`config.mk`:
```
export PLATFORM = sky130hd
export DESIGN_NAME = phy_specific_control_bits
export DESIGN_NICKNAME = d
export VERILOG_FILES = /design/src/rtl/phy_ctrl_pkg.sv /design/src/rtl/phy_specific_control_bits.sv
export VERILOG_INCLUDE_DIRS = /design/src /design/src/rtl
export SDC_FILE = /design/constraint.sdc
export NUM_CORES = 1
export LEC_CHECK = 0
export ABC_CLOCK_PERIOD_IN_PS = 4490
export BUFFER_PORTS_ARGS = -buffer_cell sky130_fd_sc_hd__buf_4
export CAP_MARGIN = 20
export CORE_UTILIZATION = 55
export CTS_CLUSTER_SIZE = 16
export DETAILED_ROUTE_END_ITERATION = 6
export PLACE_DENSITY_LB_ADDON = 0.05
export SLEW_MARGIN = 25
export SYNTH_ARGS = -nofsm -noshare
export SYNTH_HDL_FRONTEND = slang
export SYNTH_SLANG_ARGS = --single-unit
```
`constraint.sdc`:
```
create_clock -name clk -period 4.49 [get_ports clk]
set_input_delay 0.449 -clock clk [delete_from_list [all_inputs] [get_ports clk]]
set_output_delay 0.449 -clock clk [all_outputs]
set_load 0.005 [all_outputs]
```
`src/rtl/phy_ctrl_defines.svh`:
```
`ifndef PHY_CTRL_DEFINES_SVH
`define PHY_CTRL_DEFINES_SVH

// register word addresses on the management port
`define ADDR_PHY_SPECIFIC_CONTROL 5'h11
`define ADDR_EVT_STATUS           5'h18
`define ADDR_EVT_CLEAR            5'h19
`define ADDR_EVT_ENABLE           5'h1a

// control word layout
`define BIT_SCRAMBLER_BYPASS      11
`define BIT_FIFO_DEPTH_HI         9
`define BIT_FIFO_DEPTH_LO         8
`define BIT_FD_COLLISION_ENABLE   4
`define BIT_INTERRUPT_POLARITY    3
`define BIT_TEST_INTERRUPT        2
`define BIT_INTERRUPT_ENABLE      1
`define BIT_INTERRUPT_PIN_SELECT  0

`define CONTROL_RESET             16'h0108
`define CONTROL_WRITE_MASK        16'h0b1f

// elastic buffer depths in nibbles
`define FIFO_SLOTS                4'h8
`define FIFO_DEPTH_CODE0          4'h4
`define FIFO_DEPTH_CODE1          4'h5
`define FIFO_DEPTH_CODE2          4'h6
`define FIFO_DEPTH_CODE3          4'h8

// event bits
`define EVT_WIDTH                 3
`define EVT_FIFO_OVERRUN          0
`define EVT_FIFO_UNDERRUN         1
`define EVT_COLLISION             2

`define SCRAMBLER_SEED            11'h7ff

`endif

```
`src/rtl/phy_ctrl_pkg.sv`:
```
package phy_ctrl_pkg;

    typedef struct packed {
        logic [4:0]  addr;
        logic [15:0] wdata;
        logic        write;
        logic        read;
    } regReq_type;

    typedef struct packed {
        logic [4:0] symbol;
        logic       valid;
    } txSymbol_type;

    typedef struct packed {
        logic [3:0] nibble;
        logic       valid;
    } nibble_type;

    typedef enum logic [1:0] {
        FIFO_IDLE    = 2'b00,
        FIFO_FILLING = 2'b01,
        FIFO_RUNNING = 2'b11
    } fifoState_type;

endpackage

```
`src/rtl/phy_specific_control_bits.sv`:
```
// Operation
// - bypass bit set skips 100Base-TX scrambling
// - reserved bits 10, 7:5 read zero
// - depth field resets to code 01
// - loopback nibbles pass through elastic FIFO
// - full-duplex collision only when enable set
// - polarity resets 1, selects pin idle level
// - test bit forces continuous interrupt
// - interrupt reaches pin only when selected
`timescale 1ns/1ps
`default_nettype none
`include "phy_ctrl_defines.svh"

module phy_specific_control_bits (
    input  wire logic                      clk,
    input  wire logic                      nrst,
    input  wire logic                      ce,
    input  wire phy_ctrl_pkg::regReq_type  regReq,
    output var  logic [15:0]               regRdata,
    input  wire phy_ctrl_pkg::txSymbol_type txIn,
    output var  phy_ctrl_pkg::txSymbol_type txOut,
    input  wire logic                      loopbackEnable,
    input  wire phy_ctrl_pkg::nibble_type  rxNibble,
    input  wire logic                      txNibbleTake,
    output var  phy_ctrl_pkg::nibble_type  txNibble,
    input  wire logic                      collisionDetect,
    input  wire logic                      fullDuplex,
    output logic                           collisionOut,
    input  wire logic                      phyEventIrq,
    input  wire logic                      intPinIn,
    output logic                           intPinOut,
    output logic                           intPinOen,
    output logic                           powerDownReq,
    output logic                           irq
);
    import phy_ctrl_pkg::*;

    ////////////////////////////////////////////////////////////////////////////
    // register port decode

    logic [15:0]           control;
    logic [`EVT_WIDTH-1:0] evtStatus;
    logic [`EVT_WIDTH-1:0] evtEnable;
    logic [`EVT_WIDTH-1:0] evtSet;

    wire hitControl = regReq.addr == `ADDR_PHY_SPECIFIC_CONTROL;
    wire hitStatus  = regReq.addr == `ADDR_EVT_STATUS;
    wire hitClear   = regReq.addr == `ADDR_EVT_CLEAR;
    wire hitEnable  = regReq.addr == `ADDR_EVT_ENABLE;

    wire writeControl = regReq.write && hitControl;
    wire writeClear   = regReq.write && hitClear;
    wire writeEnable  = regReq.write && hitEnable;

    wire scramblerBypass = control[`BIT_SCRAMBLER_BYPASS];
    wire [1:0] depthCode = control[`BIT_FIFO_DEPTH_HI:`BIT_FIFO_DEPTH_LO];
    wire fdCollisionEnable = control[`BIT_FD_COLLISION_ENABLE];
    wire interruptPolarity = control[`BIT_INTERRUPT_POLARITY];
    wire testInterrupt     = control[`BIT_TEST_INTERRUPT];
    wire interruptEnable   = control[`BIT_INTERRUPT_ENABLE];
    wire pinSelect         = control[`BIT_INTERRUPT_PIN_SELECT];

    // reserved zeroed
    // masking on write keeps reserved positions zero in storage as well
    wire [15:0] next_control = regReq.wdata & `CONTROL_WRITE_MASK;

    wire [15:0] readMux =
        hitControl ? (control & `CONTROL_WRITE_MASK) :
        hitStatus  ? {13'h0000, evtStatus} :
        hitEnable  ? {13'h0000, evtEnable} :
        16'h0000;

    always_ff @(posedge clk) begin
        if (!nrst) begin
            control <= `CONTROL_RESET;
        end else if (ce && writeControl) begin
            control <= next_control;
        end
    end

    always_ff @(posedge clk) begin
        if (!nrst) begin
            regRdata <= 16'h0000;
        end else if (ce) begin
            regRdata <= regReq.read ? readMux : 16'h0000;
        end
    end

    ////////////////////////////////////////////////////////////////////////////
    // event status, enable, interrupt

    // set wins over a clear in the same cycle so no event is lost
    wire [`EVT_WIDTH-1:0] clearBits = writeClear ? regReq.wdata[`EVT_WIDTH-1:0] : '0;
    wire [`EVT_WIDTH-1:0] next_evtStatus = (evtStatus & ~clearBits) | evtSet;

    always_ff @(posedge clk) begin
        if (!nrst) begin
            evtStatus <= '0;
            evtEnable <= '0;
        end else if (ce) begin
            evtStatus <= next_evtStatus;
            if (writeEnable) begin
                evtEnable <= regReq.wdata[`EVT_WIDTH-1:0];
            end
        end
    end

    assign irq = |(evtStatus & evtEnable);

    wire intActive = testInterrupt || (interruptEnable && (phyEventIrq || irq));

    wire intLevel = interruptPolarity ? ~intActive : intActive;

    // shared pin: sampled through two flops, read only by the second
    logic pinSync1;
    logic pinSync2;
    always_ff @(posedge clk) begin
        if (!nrst) begin
            pinSync1 <= 1'b1;
            pinSync2 <= 1'b1;
        end else if (ce) begin
            pinSync1 <= intPinIn;
            pinSync2 <= pinSync1;
        end
    end

    assign intPinOen = ~pinSelect;
    assign intPinOut = pinSelect ? intLevel : 1'b0;
    // power-down input is active low when the pin is not an output
    assign powerDownReq = ~pinSelect && ~pinSync2;

    ////////////////////////////////////////////////////////////////////////////
    // collision

    assign collisionOut = collisionDetect && (!fullDuplex || fdCollisionEnable);

    ////////////////////////////////////////////////////////////////////////////
    // transmit scrambler, x^11 + x^9 + 1, five bits per symbol

    logic [10:0] lfsr;
    logic [10:0] lfsrStep [0:5];
    logic [4:0]  keyStream;

    assign lfsrStep[0] = lfsr;
    generate
        for (genvar i = 0; i < 5; i++) begin : g_scr
            assign keyStream[i]  = lfsrStep[i][10] ^ lfsrStep[i][8];
            assign lfsrStep[i+1] = {lfsrStep[i][9:0], keyStream[i]};
        end
    endgenerate

    always_ff @(posedge clk) begin
        if (!nrst) begin
            lfsr <= `SCRAMBLER_SEED;
        end else if (ce && txIn.valid) begin
            lfsr <= lfsrStep[5];
        end
    end

    wire [4:0] next_symbol = scramblerBypass ? txIn.symbol : (txIn.symbol ^ keyStream);

    always_ff @(posedge clk) begin
        if (!nrst) begin
            txOut <= '0;
        end else if (ce) begin
            txOut.valid  <= txIn.valid;
            txOut.symbol <= txIn.valid ? next_symbol : 5'h00;
        end
    end

    ////////////////////////////////////////////////////////////////////////////
    // far-end loopback elastic buffer
    // rx side writes at the recovered rate, tx side takes at its own rate;
    // both arrive as strobes on this clock, the rate gap shows as fill drift

    logic [3:0]    fifoMem [0:7];
    logic [2:0]    wrPtr;
    logic [2:0]    rdPtr;
    logic [3:0]    fillCount;
    fifoState_type fifoState;
    fifoState_type next_fifoState;

    wire [3:0] depthNibbles =
        (depthCode == 2'b00) ? `FIFO_DEPTH_CODE0 :
        (depthCode == 2'b01) ? `FIFO_DEPTH_CODE1 :
        (depthCode == 2'b10) ? `FIFO_DEPTH_CODE2 :
        `FIFO_DEPTH_CODE3;

    wire fifoFull  = fillCount == `FIFO_SLOTS;
    wire fifoEmpty = fillCount == 4'h0;
    wire running   = fifoState == FIFO_RUNNING;

    wire doWrite  = loopbackEnable && rxNibble.valid && !fifoFull;
    wire doRead   = running && txNibbleTake && !fifoEmpty;
    wire overrun  = loopbackEnable && rxNibble.valid && fifoFull;
    wire underrun = running && txNibbleTake && fifoEmpty;

    wire [3:0] next_fillCount = fillCount + {3'b000, doWrite} - {3'b000, doRead};

    always_comb begin
        next_fifoState = fifoState;
        unique case (fifoState)
            FIFO_IDLE: begin
                if (loopbackEnable) begin
                    next_fifoState = FIFO_FILLING;
                end
            end
            FIFO_FILLING: begin
                if (!loopbackEnable) begin
                    next_fifoState = FIFO_IDLE;
                end else if (next_fillCount >= depthNibbles) begin
                    next_fifoState = FIFO_RUNNING;
                end
            end
            FIFO_RUNNING: begin
                if (!loopbackEnable) begin
                    next_fifoState = FIFO_IDLE;
                end else if (underrun) begin
                    next_fifoState = FIFO_FILLING;
                end
            end
            default: begin
                next_fifoState = FIFO_IDLE;
            end
        endcase
    end

    always_ff @(posedge clk) begin
        if (!nrst) begin
            fifoState <= FIFO_IDLE;
            wrPtr     <= 3'h0;
            rdPtr     <= 3'h0;
            fillCount <= 4'h0;
        end else if (ce) begin
            fifoState <= next_fifoState;
            if (!loopbackEnable) begin
                wrPtr     <= 3'h0;
                rdPtr     <= 3'h0;
                fillCount <= 4'h0;
            end else begin
                wrPtr     <= wrPtr + {2'b00, doWrite};
                rdPtr     <= rdPtr + {2'b00, doRead};
                fillCount <= next_fillCount;
            end
        end
    end

    // storage needs no reset; entries are only read after being written
    always_ff @(posedge clk) begin
        if (ce && doWrite) begin
            fifoMem[wrPtr] <= rxNibble.nibble;
        end
    end

    always_ff @(posedge clk) begin
        if (!nrst) begin
            txNibble <= '0;
        end else if (ce) begin
            txNibble.valid  <= doRead;
            txNibble.nibble <= doRead ? fifoMem[rdPtr] : 4'h0;
        end
    end

    assign evtSet[`EVT_FIFO_OVERRUN]  = ce && overrun;
    assign evtSet[`EVT_FIFO_UNDERRUN] = ce && underrun;
    assign evtSet[`EVT_COLLISION]     = ce && collisionOut;
endmodule

`default_nettype wire

```
### Word level (Yosys, flattened, before mapping)

Memory sizes are Yosys's and may differ from the RTL's. A register that Yosys moved wholly into a read port is not among the register bits.
Index checks and enable logic that the tools add are counted.

* register bits after elaboration: 66
* bits in writable memories: 32
* input port bits: 43
* output and inout port bits: 32
* word-level logic and storage cells: 102
* memories kept: 1

Memories
* fifoMem: words 8, bits a word 4, read ports 1, clocked after memory_dff 1, wr ports 1, RTL line phy_specific_control_bits.sv:176 `logic [3:0] fifoMem [0:7];`

* add/subtract/negate cells: 4
* magnitude comparators: 1
* equality and inequality tests: 12
* multiplexer cells: 26
* bitwise logic cells: 13
* reduce and logical (&&, ||, !) cells: 30

Operators with widths (count)
* $mux 12: 2
* $mux 3: 7
* $eq 5x5->1 const B: 4
* $mux 4: 5
* $logic_and 1x1->1: 18
* $mux 2: 5
* $mux 5: 2
* $add 3x1->3: 2
* $and 3x3->3: 2
* $pmux 2 s3: 1
* $xor 1x1->1: 5
* $xor 5x5->5: 1
* $add 4x1->4: 1
* $eq 2x1->1 const B: 2
* $eq 2x2->1 const B: 2
* $eq 4x4->1 const B: 1
* $ge 4x4->1: 1
* $logic_not 2->1: 2
* $logic_not 4->1: 1
* $mux 1: 4
* $reduce_and 4->1: 1
* $sub 4x1->4: 1
* $logic_not 1->1: 3
* $logic_or 1x1->1: 3
* other kinds (8): 10

### Longest topological paths before layout

Gate-level depths: netlist (run 1).

* word-level depth: 9
* gate-level depth with buffers: 15

### Worst setup path before layout (run 1)

No wires, ideal clock.

* path type: reg2reg
* start point: register fillCount[2]
* end point: register fifoState[1]
* setup time: 58 ps
* arrival: 3247 ps
* data required time: 4432 ps
* setup slack: 1185 ps
* stages on the path, launching flop included: 16
* path buffers: 1
* period minus slack after synthesis: 3305 ps
* cell sequence: dfxtp_1 -> inv_1 -> ha_1 -> or3b_2 -> and3_1 -> clkbuf_1 -> nand2b_1 -> ha_1 -> a21o_1 -> a21oi_1 -> xor2_1 -> ha_1 -> nor2_1 -> or4b_1 -> nor3_1 -> o21a_1

* word-level cells in the longest chain between the ends: 8
* elaborated cells between the ends (all ways): 13

RTL lines
* start, declared: RTL line phy_specific_control_bits.sv:179 `logic [3:0] fillCount;`
* start signal, assigned: RTL line phy_specific_control_bits.sv:243 `fillCount <= next_fillCount;`
* $eq 4x4->1 (no source line)
* $logic_not 1->1: RTL line phy_specific_control_bits.sv:193 `wire doWrite = loopbackEnable && rxNibble.valid && !fifoFull;`
* $logic_and 1x1->1: RTL line phy_specific_control_bits.sv:193
* $add 4x1->4: RTL line phy_specific_control_bits.sv:198 `wire [3:0] next_fillCount = fillCount + {3'b000, doWrite} - {3'b000, doRead};`
* $sub 4x1->4: RTL line phy_specific_control_bits.sv:198
* $ge 4x4->1: RTL line phy_specific_control_bits.sv:211 `end else if (next_fillCount >= depthNibbles) begin`
* $ne 3x3->1 (no source line)
* $reduce_and 4->1 (no source line) *
* end signal, assigned: RTL line phy_specific_control_bits.sv:235 `fifoState <= next_fifoState;`
* end, declared: RTL line phy_specific_control_bits.sv:180 `fifoState_type fifoState;`

Every way passes the cells marked *; elsewhere a longest branch is shown, timed or not.
A chain may end at the register's enable or synchronous reset.

### Worst setup path after layout (run 1)

Ends and elaborated chain as after synthesis.

==> qor.txt, run 1 <==
Final Hold Viols: 0
Worst slew pin tran: 0.871 ns
R2R Setup Slk: 1.06 ns
Final Util: 66.4%
Clock Path Buffers: 2
Site Rows: 31
Min-Delay Path Depth: 3
Compound-cell area share of the yosys netlist: 9.23%
Post-CTS Resized: 0
TNS Setup: 0 ns
Total track usage: 21.7%
P_leak: 0.00183 µW
Fillers: 607
I/O Pins: 75
Post-synth EDFFs: 32
Reg clk slew, reported paths: 0.09 ns
Clock latency on the worst-skew pair: 0.36 ns
Post-Layout Cell Count: 536
Fin crit period: 3.43 ns
Status: finished, final reports clean
YS warnings: 0
Total wire length: 8220 µm
Gpl congestion: 0.778
Reg2Reg Depth: 14
Largest net degree at the start of global routing: 63
Post-synthesis sequential area ratio: 52.2%
CP endpoint kind: flip-flop
Largest family of logic cells by synthesized area: simple AND/OR/NAND/NOR gates
Total die area: 7950 µm²
Pwr/cell area: 341 nW/µm²
CP Launch Type: flip-flop
Post-Syn Area per Cell: 10.8 µm²
RSZ-0062 raised after global routing: no
Crit Path Category: flip-flop to flip-flop
Post-CTS Setup Bufs: 0
Post-layout nets: 489
Antenna-violating nets left: 0
WL/cell: 15.3 µm
Adder-cell share of the synthesized area: 4.37%
Worst path slowest cell: or3b_2
Total power: 1650 µW
CP Cell Sequence: inv_1, ha_1, or3b_2, and3_1, nand2b_1, ha_1, a21o_1, a21oi_1, xor2_1, ha_1, nor2_1, or4b_1, nor3_1, o21a_1
Post-synthesis mux area share: 9.20%
Hold Path End: control[8]$_SDFFE_PN1P_
R2R Path End: fifoState[1]$_SDFFE_PN0P_
CP Data Required Time: 4.80 ns
DP Worst Slack: 1.05 ns
Ys flop type: dfxtp_1
H-tree lvl count: 3
Dpl cells: 520
Post-Synthesis Cells: 385
Hold_sp: regReq[10]
Final setup violation count: 0
Port Buf Inserts: 58
Number of global-route vias before repair: 2569
Die width: 89.1 µm
CP peak stage delay: 0.45 ns
Max Clock Freq: 0.292 GHz
Worst path most repeated cell: ha_1
Area Growth Syn to Fin: 16.0%
Final WS setup: 1.06 ns
Final worst path period share: 76.3%
ANT cells: 0
CP Max Fanout: 5
DRC: 0
Pins Over Slew Limit: 0
Synth unique cells: 46
Initial Utilization: 57.3%
First-pass GRT wire length: 12700 µm
Num CTS Buffers: 9
Drt first pass iters: 4
TritonCTS clock tree: built
Setup Skew: 0.00505 ns
Core area: 7290 µm²
Max capacitance violation total: 0
Headroom to the max-slew limit: 41.6%
Ys async rst share: 0%
CTS Root Cell: clkbuf_8
Layout cells sized above 1: 20.6%
Vias per std cell: 5.35
Mapped Area: 4180 µm²
Area share of and/or/nand/nor cells after synthesis: 17.5%
GRT overflow: 0
Drt first-iter violations: 111
Hold WC Path Type: input pin to flip-flop
DP HPWL: 5440 µm
Critical Path AT: 3.74 ns
Die Span Y: 89.1 µm
# clock sinks: 93
Post-Synth XOR/XNOR Area: 2.94%
Number of synthesized register bits: 93
DR vias: 2868
Crit Reg-Reg Startpoint: fillCount[2]$_SDFFE_PN0P_
Hold Buf Count CTS: 0
Worst vdd ir: 0.000206 V
Initial antenna violation count: 0
-- per-stage QoR --
| step | hold WS (ns) | instance area (µm²) |
|---|---|---|
| 5_1_grt | 0.305 | 4840 |
| 2_1_floorplan | 0.440 | 4200 |
| 6_report | 0.299 | 4840 |
| 3_3_place_gp | 0.446 | 4610 |
| 4_1_cts | 0.293 | 4840 |
| 3_5_place_dp | 0.461 | 4610 |
-- Yosys cell counts, drive strengths merged (6+ instances only) --
cell type	instances	area, µm²
ha	13	163
mux2i	17	170
edfxtp	32	961
o21ai	12	60.1
a21oi	6	30.0
nor3	6	41.3
nor2b	19	119
nand2	42	158
nor2	21	78.8
dfxtp	61	1220
xnor2	11	96.3
inv	9	33.8
a21boi	15	113
clkbuf	15	56.3
nand3	29	145
mux4	8	180
buf	14	91.3
-- report_power, final --
part	internal, µW	switching, µW	leakage (µW)
Combinational	56.0	61.4	0.000930
Clock	324	317	0.000113
Sequential	883	9.73	0.000784
Total	1260	388	0.00183
-- critical path, delay by kind of cell, from the launching register on --
| family | cells | cell delay, ns |
|---|---|---|
| DFF | 1 | 0.32 |
| adders and majority gates | 3 | 0.72 |
| AOI/OAI and AO/OA | 3 | 0.53 |
| and+or+nand+nor | 6 | 1.61 |
| xor gates and xnor gates | 1 | 0.11 |
| buffers and inverters | 1 | 0.09 |
-- layout by cell type (no fill, tap or decap), types with 13 or more instances in the layout --
cell type  instances
nor2b_1           19
a21boi_0          15
edfxtp_1          32
ha_1              13
dfxtp_1           61
nand2_1           42
nor2_1            21
mux2i_1           17
nand3_1           29
buf_4             58
-- area by class of cell --
| type | count | area [µm²] | share of cell area, % |
|---|---|---|---|
| clock buffer | 9 | 124 | 2.56 |
| clock inverter | 7 | 105 | 2.17 |
| inverter | 10 | 37.5 | 0.775 |
| multi-input combinational | 260 | 1840 | 37.9 |
| sequential | 93 | 2180 | 45.1 |
| tap | 99 | 124 | 2.56 |
| timing repair buffer | 58 | 435 | 8.99 |
-- metal layers --
metal | track usage (%) | vias up | routed length (µm)
li1 | - | 1435 | -
met3 | 4.16 | 9 | 313
met2 | 34.8 | 59 | 3810
met5 | 0 | - | 0
met4 | 7.36 | 0 | 115
met1 | 29.9 | 1365 | 3980
-- sequential cells by signal, summed over array words and instances (netlist names), named ones only --
| name | cells |
|---|---|
| fifoMem | 32 |
| evtStatus | 3 |
| rdPtr | 3 |
| txNibble | 5 |
| txOut | 6 |
| lfsr | 11 |
| control | 8 |
| pinSync1 | 1 |
| wrPtr | 3 |
| regRdata | 8 |
| fillCount | 4 |
| pinSync2 | 1 |
| fifoState | 2 |
| evtEnable | 3 |
-- logic make-up (layout without fill, tap and decap cells) --
kind of cell             count (synthesis)  after routing
buffers and inverters                   39             84
flip-flops                              93             93
AND/OR/NAND/NOR                        140            140
multiplexers                            28             28
adder cells (fa/ha/maj)                 14             14
other                                    1              8
AO/OA/AOI/OAI                           56             56
XOR/XNOR                                14             14
-- worst max path at each step --
| stage | slack, ns | endpoint | depth (start not counted) | from |
|---|---|---|---|---|
| 6_report | 1.06 | fifoState[1]$_SDFFE_PN0P_ | 14 | fillCount[2]$_SDFFE_PN0P_ |
| 3_3_place_gp | 1.07 | fifoState[1]$_SDFFE_PN0P_ | 14 | fillCount[2]$_SDFFE_PN0P_ |
| 5_1_grt | 0.83 | fifoState[1]$_SDFFE_PN0P_ | 14 | fillCount[2]$_SDFFE_PN0P_ |
| 4_1_cts | 1.03 | fifoState[1]$_SDFFE_PN0P_ | 14 | fillCount[2]$_SDFFE_PN0P_ |
| 3_5_place_dp | 1.05 | fifoState[1]$_SDFFE_PN0P_ | 14 | fillCount[2]$_SDFFE_PN0P_ |
| 2_1_floorplan | 1.18 | fifoState[1]$_SDFFE_PN0P_ | 15 | fillCount[2]$_SDFFE_PN0P_ |
(Power assumes the default switching activity.)
==> run 2, diff against run 1 <==
Settings changed: ABC_CLOCK_PERIOD_IN_PS 4490 to 3050, CORE_UTILIZATION 55 to 50.
Clock period 4.49 ns to 3.05 ns, I/O delays scaled along.
==> run 2 against run 1 <==
The run now ends with negative setup slack left. Critical path type unchanged. Largest power group unchanged. Worst hold slack worse by 0.13 ns. Via count up 2.1%. Final cell count up 2.1%. Setup slack worse by 1.1 ns. Routed wire length up 5.9%.
==> qor.txt, run 2 (synthesis results as in run 1) <==
Drt first-iter violations: 56 (was 111)
# clock sinks: 93 (unchanged)
Register bank with the most flops: fifoMem (unchanged)
CP peak stage delay: 0.48 ns (was 0.45 ns)
GRT overflow: 0 (unchanged)
Max Clock Freq: 0.327 GHz (was 0.292 GHz)
Most frequent cells in the layout: buf_4, dfxtp_1, nand2_1 (was dfxtp_1, buf_4, nand2_1)
Headroom to the max-slew limit: 44.5% (was 41.6%)
Violated checks: negative setup slack
DR vias: 2927 (was 2868)
Setup crit end: fifoState[1]$_SDFFE_PN0P_ (unchanged)
Area Growth Syn to Fin: 18.4% (was 16.0%)
Area of the multi-input gates: 1880 µm² (was 1840 µm²)
Worst slew pin tran: 0.830 ns (was 0.871 ns)
Hold_sp: regReq[10] (unchanged)
Final worst path period share: 100% (was 76.3%)
Setup Skew: 0.0146 ns (was 0.00505 ns)
Num CTS Buffers: 9 (unchanged)
Layout cells sized above 1: 24.0% (was 20.6%)
RSZ-0062 raised after global routing: yes (was no)
Core area: 7890 µm² (was 7290 µm²)
TNS Setup: -0.0115 ns (was 0 ns)
WP depth: 12 (was 14)
R2R Path End: fifoState[1]$_SDFFE_PN0P_ (unchanged)
Reg clk slew, reported paths: 0.09 ns (about the same)
R2R Setup Slk: -0.01 ns (was 1.06 ns)
Crit Reg-Reg Startpoint: fillCount[2]$_SDFFE_PN0P_ (unchanged)
Final setup violation count: 1 (was 0)
Worst path top cell family by delay: adder cells (was simple AND/OR/NAND/NOR gates)
Total track usage: 21.5% (was 21.7%)
Final Hold Viols: 0 (unchanged)
DP HPWL: 5830 µm (was 5440 µm)
Vias per std cell: 5.35 (about the same)
Gpl congestion: 0.789 (was 0.778)
Antenna-violating nets left: 0 (unchanged)
Worst path slowest cell: a2111oi_1 (was or3b_2)
TritonCTS clock tree: built (unchanged)
Die width: 93.4 µm (was 89.1 µm)
Reg2Reg Depth: 12 (was 14)
H-tree lvl count: 3 (unchanged)
ANT cells: 0 (unchanged)
Max FFs per register: 32 (unchanged)
Critical Path AT: 3.31 ns (was 3.74 ns)
CP endpoint kind: flip-flop (unchanged)
I/O Pins: 75 (unchanged)
Commonest non-fill, non-tap cell in the layout: buf_4 (was dfxtp_1)
Design area: 4950 µm² (was 4840 µm²)
Storage cell area: 2180 µm² (about the same)
CP Cell Sequence: inv_2, ha_1, or3b_4, and3_4, xor2_1, ha_2, fa_1, xor2_1, ha_1, a2111oi_1, nor3_2, o21a_1 (was inv_1, ha_1, or3b_2, and3_1, nand2b_1, ha_1, a21o_1, a21oi_1, xor2_1, ha_1, nor2_1, or4b_1, nor3_1, o21a_1)
P_leak: 0.00187 µW (was 0.00183 µW)
Drt first pass iters: 4 (unchanged)
Initial antenna violation count: 0 (unchanged)
Site Rows: 32 (was 31)
Hold Buf Count CTS: 0 (unchanged)
CP Launch Type: flip-flop (unchanged)
Biggest regs: fifoMem x32, lfsr x11 (unchanged)
CP Data Required Time: 3.30 ns (was 4.80 ns)
Number of global-route vias before repair: 2859 (was 2569)
CP bufs+invs: 1 (unchanged)
CTS Root Cell: clkbuf_8 (unchanged)
Max capacitance violation total: 0 (unchanged)
Post-layout nets: 497 (was 489)
Final WS setup: -0.0115 ns (was 1.06 ns)
Fin crit period: 3.06 ns (was 3.43 ns)
Status: complete, but fails checks (was finished, final reports clean)
Initial Utilization: 53.0% (was 57.3%)
Fillers: 660 (was 607)
Clock latency on the worst-skew pair: 0.36 ns (about the same)
Pins Over Slew Limit: 0 (unchanged)
Crit Path Category: flip-flop to flip-flop (unchanged)
Placed inst area: 4680 µm² (was 4610 µm²)
Die Span Y: 93.4 µm (was 89.1 µm)
Total wire length: 8700 µm (was 8220 µm)
Largest net degree at the start of global routing: 63 (unchanged)
Total die area: 8720 µm² (was 7950 µm²)
Clock Path Buffers: 2 (unchanged)
First-pass GRT wire length: 14100 µm (was 12700 µm)
CP Max Fanout: 3 (was 5)
WL/cell: 15.9 µm (was 15.3 µm)
Port Buf Inserts: 58 (unchanged)
Crit. Startpoint: fillCount[2]$_SDFFE_PN0P_ (unchanged)
Worst vdd ir: 0.000374 V (was 0.000206 V)
DRC: 0 (unchanged)
Pwr/cell area: 486 nW/µm² (was 341 nW/µm²)
Worst hold slack: 0.171 ns (was 0.299 ns)
Hold WC Path Type: input pin to flip-flop (unchanged)
Post-Layout Cell Count: 547 (was 536)
DP Worst Slack: 0.00108 ns (was 1.05 ns)
Dpl cells: 529 (was 520)
run 2: where the power goes:
group / switching (µW) / total (µW) / internal (µW)
registers: 14.3 / 1310 / 1300
logic: 93.0 / 181 / 87.8
clock network: 439 / 908 / 469
run 2: area by class of cell:
| cell class | instances | area share, % |
|---|---|---|
| clock buffers | 10 | 2.58 |
| clock inverters | 6 | 1.85 |
| inverters | 10 | 0.759 |
| multi-input cells | 260 | 38.1 |
| flip-flops and latches | 93 | 44.1 |
| well taps | 102 | 2.58 |
| repair buffers | 66 | 10.0 |
run 2: worst min path at each step:
stage | end | slack (ns) | cells after the start
floorplan | fifoMem[0][0]$_DFFE_PP_ | 0.40 | 0
global placement | lfsr[7]$_SDFFE_PN1P_ | 0.45 | 2
detailed placement | pinSync2$_SDFFE_PN1P_ | 0.46 | 2
CTS | control[8]$_SDFFE_PN1P_ | 0.15 | 3
global route | fifoMem[7][2]$_DFFE_PP_ | 0.15 | 1
finish | control[8]$_SDFFE_PN1P_ | 0.17 | 3
run 2: worst min-delay path, stage by stage:
cell and delay [ns]:
buf_4 0.07, mux2i_1 0.05, nand2_1 0.06
run 2: what timing repair did:
action / 4_1_cts / 5_1_grt
setup buffers: 1 / 1
pin swaps: 1 / 3
resized for setup: 1 / 7
setup endpoints to repair: 1 / 1
cloned: 0 / 0
run 2: per-stage QoR:
step           utilization (%)  total power, µW
3_3_place_gp              59.3             1520
3_5_place_dp              59.3             1520
4_1_cts                   62.2             2430
5_1_grt                   62.7             2500
2_1_floorplan                -             1450
6_report                  62.7             2400
run 2: per-layer routing:
layer	up-vias	part of all wire [%]	GRT usage (%)
met4	0	0.59	5.38
li1	1455	-	-
met5	-	0	0
met1	1413	47	28.3
met3	4	3.8	5.93
met2	55	48	35.0
==> run 3, diff against run 2 <==
Settings changed: CAP_MARGIN 20 to not set, CORE_ASPECT_RATIO set to 0.9.
==> run 3 against run 2 <==
The flow finishes with violations (design-rule violations). Sequential power about the same. Power decreased by 5.3%. Worst hold slack worse by 0.0053 ns. Clock-buffer cell count fell by 1. Fmax is 2.0% higher. Clock skew down 0.0011 ns. Clock power decreased by 14%. Global-route usage is 1.6 points lower. Setup slack improved by 0.061 ns. Critical endpoint unchanged. Largest power group unchanged.
==> qor.txt, run 3 (synthesis results as in run 1) <==
Total die area: 8720 µm² (about the same)
Clock latency on the worst-skew pair: 0.36 ns (about the same)
Critical Path AT: 3.31 ns (about the same)
GRT overflow: 0 (unchanged)
Headroom to the max-slew limit: 50.7% (was 44.5%)
Setup Skew: 0.0135 ns (was 0.0146 ns)
Worst vdd ir: 0.000327 V (was 0.000374 V)
TritonCTS clock tree: built (unchanged)
Register bank with the most flops: fifoMem (unchanged)
First-pass GRT wire length: 13300 µm (was 14100 µm)
I/O Pins: 75 (unchanged)
Post-layout nets: 494 (was 497)
DR vias: 2894 (was 2927)
Total track usage: 19.9% (was 21.5%)
Antenna-violating nets left: 0 (unchanged)
Die width: 98.3 µm (was 93.4 µm)
Die Span Y: 88.7 µm (was 93.4 µm)
DRC: 1 (was 0)
H-tree lvl count: 3 (unchanged)
Largest net degree at the start of global routing: 63 (unchanged)
Crit. Startpoint: fillCount[2]$_SDFFE_PN0P_ (unchanged)
Max Clock Freq: 0.333 GHz (was 0.327 GHz)
Final worst path period share: 98.4% (was 100%)
Min-Delay Path Depth: 3 (unchanged)
Hold_sp: intPinIn (was regReq[10])
Drt first-iter violations: 96 (was 56)
Core area: 8070 µm² (was 7890 µm²)
Crit Reg-Reg Startpoint: fillCount[2]$_SDFFE_PN0P_ (unchanged)
Worst slew pin tran: 0.738 ns (was 0.830 ns)
Reg clk slew, reported paths: 0.09 ns (about the same)
Max capacitance violation total: 0 (unchanged)
Hold WC Path Type: input pin to flip-flop (unchanged)
Initial Utilization: 51.8% (was 53.0%)
DP HPWL: 5800 µm (was 5830 µm)
ANT cells: 0 (unchanged)
# clock sinks: 93 (unchanged)
Fin crit period: 3.00 ns (was 3.06 ns)
Vias per std cell: 5.35 (about the same)
Dpl cells: 525 (was 529)
Status: complete, but fails checks (unchanged)
Pins Over Slew Limit: 0 (unchanged)
Max FFs per register: 32 (unchanged)
Final setup violation count: 0 (was 1)
CTS Root Cell: clkbuf_8 (unchanged)
Design area: 4890 µm² (was 4950 µm²)
CP Max Fanout: 3 (unchanged)
Pwr/cell area: 466 nW/µm² (was 486 nW/µm²)
CP Data Required Time: 3.35 ns (was 3.30 ns)
Reg2Reg Depth: 14 (was 12)
Crit Path Category: flip-flop to flip-flop (unchanged)
Biggest regs: fifoMem x32, lfsr x11 (unchanged)
Post-CTS Setup Bufs: 0 (was 1)
Layout cells sized above 1: 23.5% (was 24.0%)
Fillers: 654 (was 660)
WL/cell: 15.3 µm (was 15.9 µm)
Number of global-route vias before repair: 2730 (was 2859)
CP endpoint kind: flip-flop (unchanged)
Site Rows: 31 (was 32)
Final Hold Viols: 0 (unchanged)
CP Launch Type: flip-flop (unchanged)
Area Growth Syn to Fin: 17.0% (was 18.4%)
Total wire length: 8250 µm (was 8700 µm)
Drt first pass iters: 7 (was 4)
Violated checks: design-rule violations (was negative setup slack)
Clock Path Buffers: 2 (unchanged)
R2R Setup Slk: 0.05 ns (was -0.01 ns)
Placed inst area: 4670 µm² (was 4680 µm²)
Num CTS Buffers: 9 (unchanged)
Most frequent cells in the layout: buf_4, dfxtp_1, nand2_1 (unchanged)
Initial antenna violation count: 0 (unchanged)
Port Buf Inserts: 58 (unchanged)
RSZ-0062 raised after global routing: yes (unchanged)
Post-Layout Cell Count: 541 (was 547)
Gpl congestion: 0.778 (was 0.789)
P_leak: 0.00184 µW (was 0.00187 µW)
Commonest non-fill, non-tap cell in the layout: buf_4 (unchanged)
## run 3: stage by stage
stage	util, %	power (µW)	setup TNS [ns]	worst slack, ns	hold WS (ns)
5_1_grt	60.6	2370	-0.0933	-0.0933	0.152
6_report	60.6	2280	0	0.0497	0.165
2_1_floorplan	-	1450	0	0.0519	0.404
3_5_place_dp	57.8	1520	0	0.00524	0.455
3_3_place_gp	57.8	1520	0	0.0768	0.448
4_1_cts	60.3	2300	0	0.0187	0.147
## run 3: path summary, 6_finish.rpt
path / to
setup / recovery: fifoState[1]$_SDFFE_PN0P_
hold / removal: pinSync1$_SDFFE_PN1P_
setup reg to reg: fifoState[1]$_SDFFE_PN0P_
hold reg to reg: regRdata[11]$_SDFFE_PN0P_
## run 3: power breakdown
| part | internal [µW] | total [µW] | switching (µW) |
|---|---|---|---|
| combinational | 86.8 | 177 | 90.3 |
| clock | 317 | 784 | 467 |
| sequential | 1300 | 1310 | 14.3 |
| total | 1700 | 2280 | 572 |
## run 3: critical path, cell delays in order (launching register included)
cell     delay [ns]
dfxtp_2        0.33
inv_2          0.07
ha_1           0.13
or3b_4         0.37
and3_4         0.17
xor2_1         0.16
ha_2           0.18
a21o_1         0.18
a21oi_2        0.16
xor2_1         0.21
ha_2           0.23
nor2_1         0.04
or4b_1         0.47
nor3_2         0.11
o21a_1         0.13
## run 3: area by class of cell
type                       instances  area, µm²  area share, %
sequential                        93       2180           44.7
inverter                          10       37.5          0.768
tap                               99        124           2.53
timing repair buffer              63        473           9.67
clock inverter                     7       63.8           1.31
clock buffer                       9        124           2.53
multi-input combinational        260       1880           38.5
## run 3: routing by layer
layer	global-route usage (%)	vias to the layer above	part of all wire (%)
li1	-	1454	-
met1	26.5	1387	47
met2	32.9	48	49
met3	4.27	5	3.4
met4	6.38	0	0.68
met5	0	-	0
## run 3: timing repair
action / in CTS / in global routing
hold buffers: 0 / 0
cloned: 0 / 0
pin swaps: 0 / 1
gates resized for setup: 2 / 6
setup endpoints to repair: 1 / 1
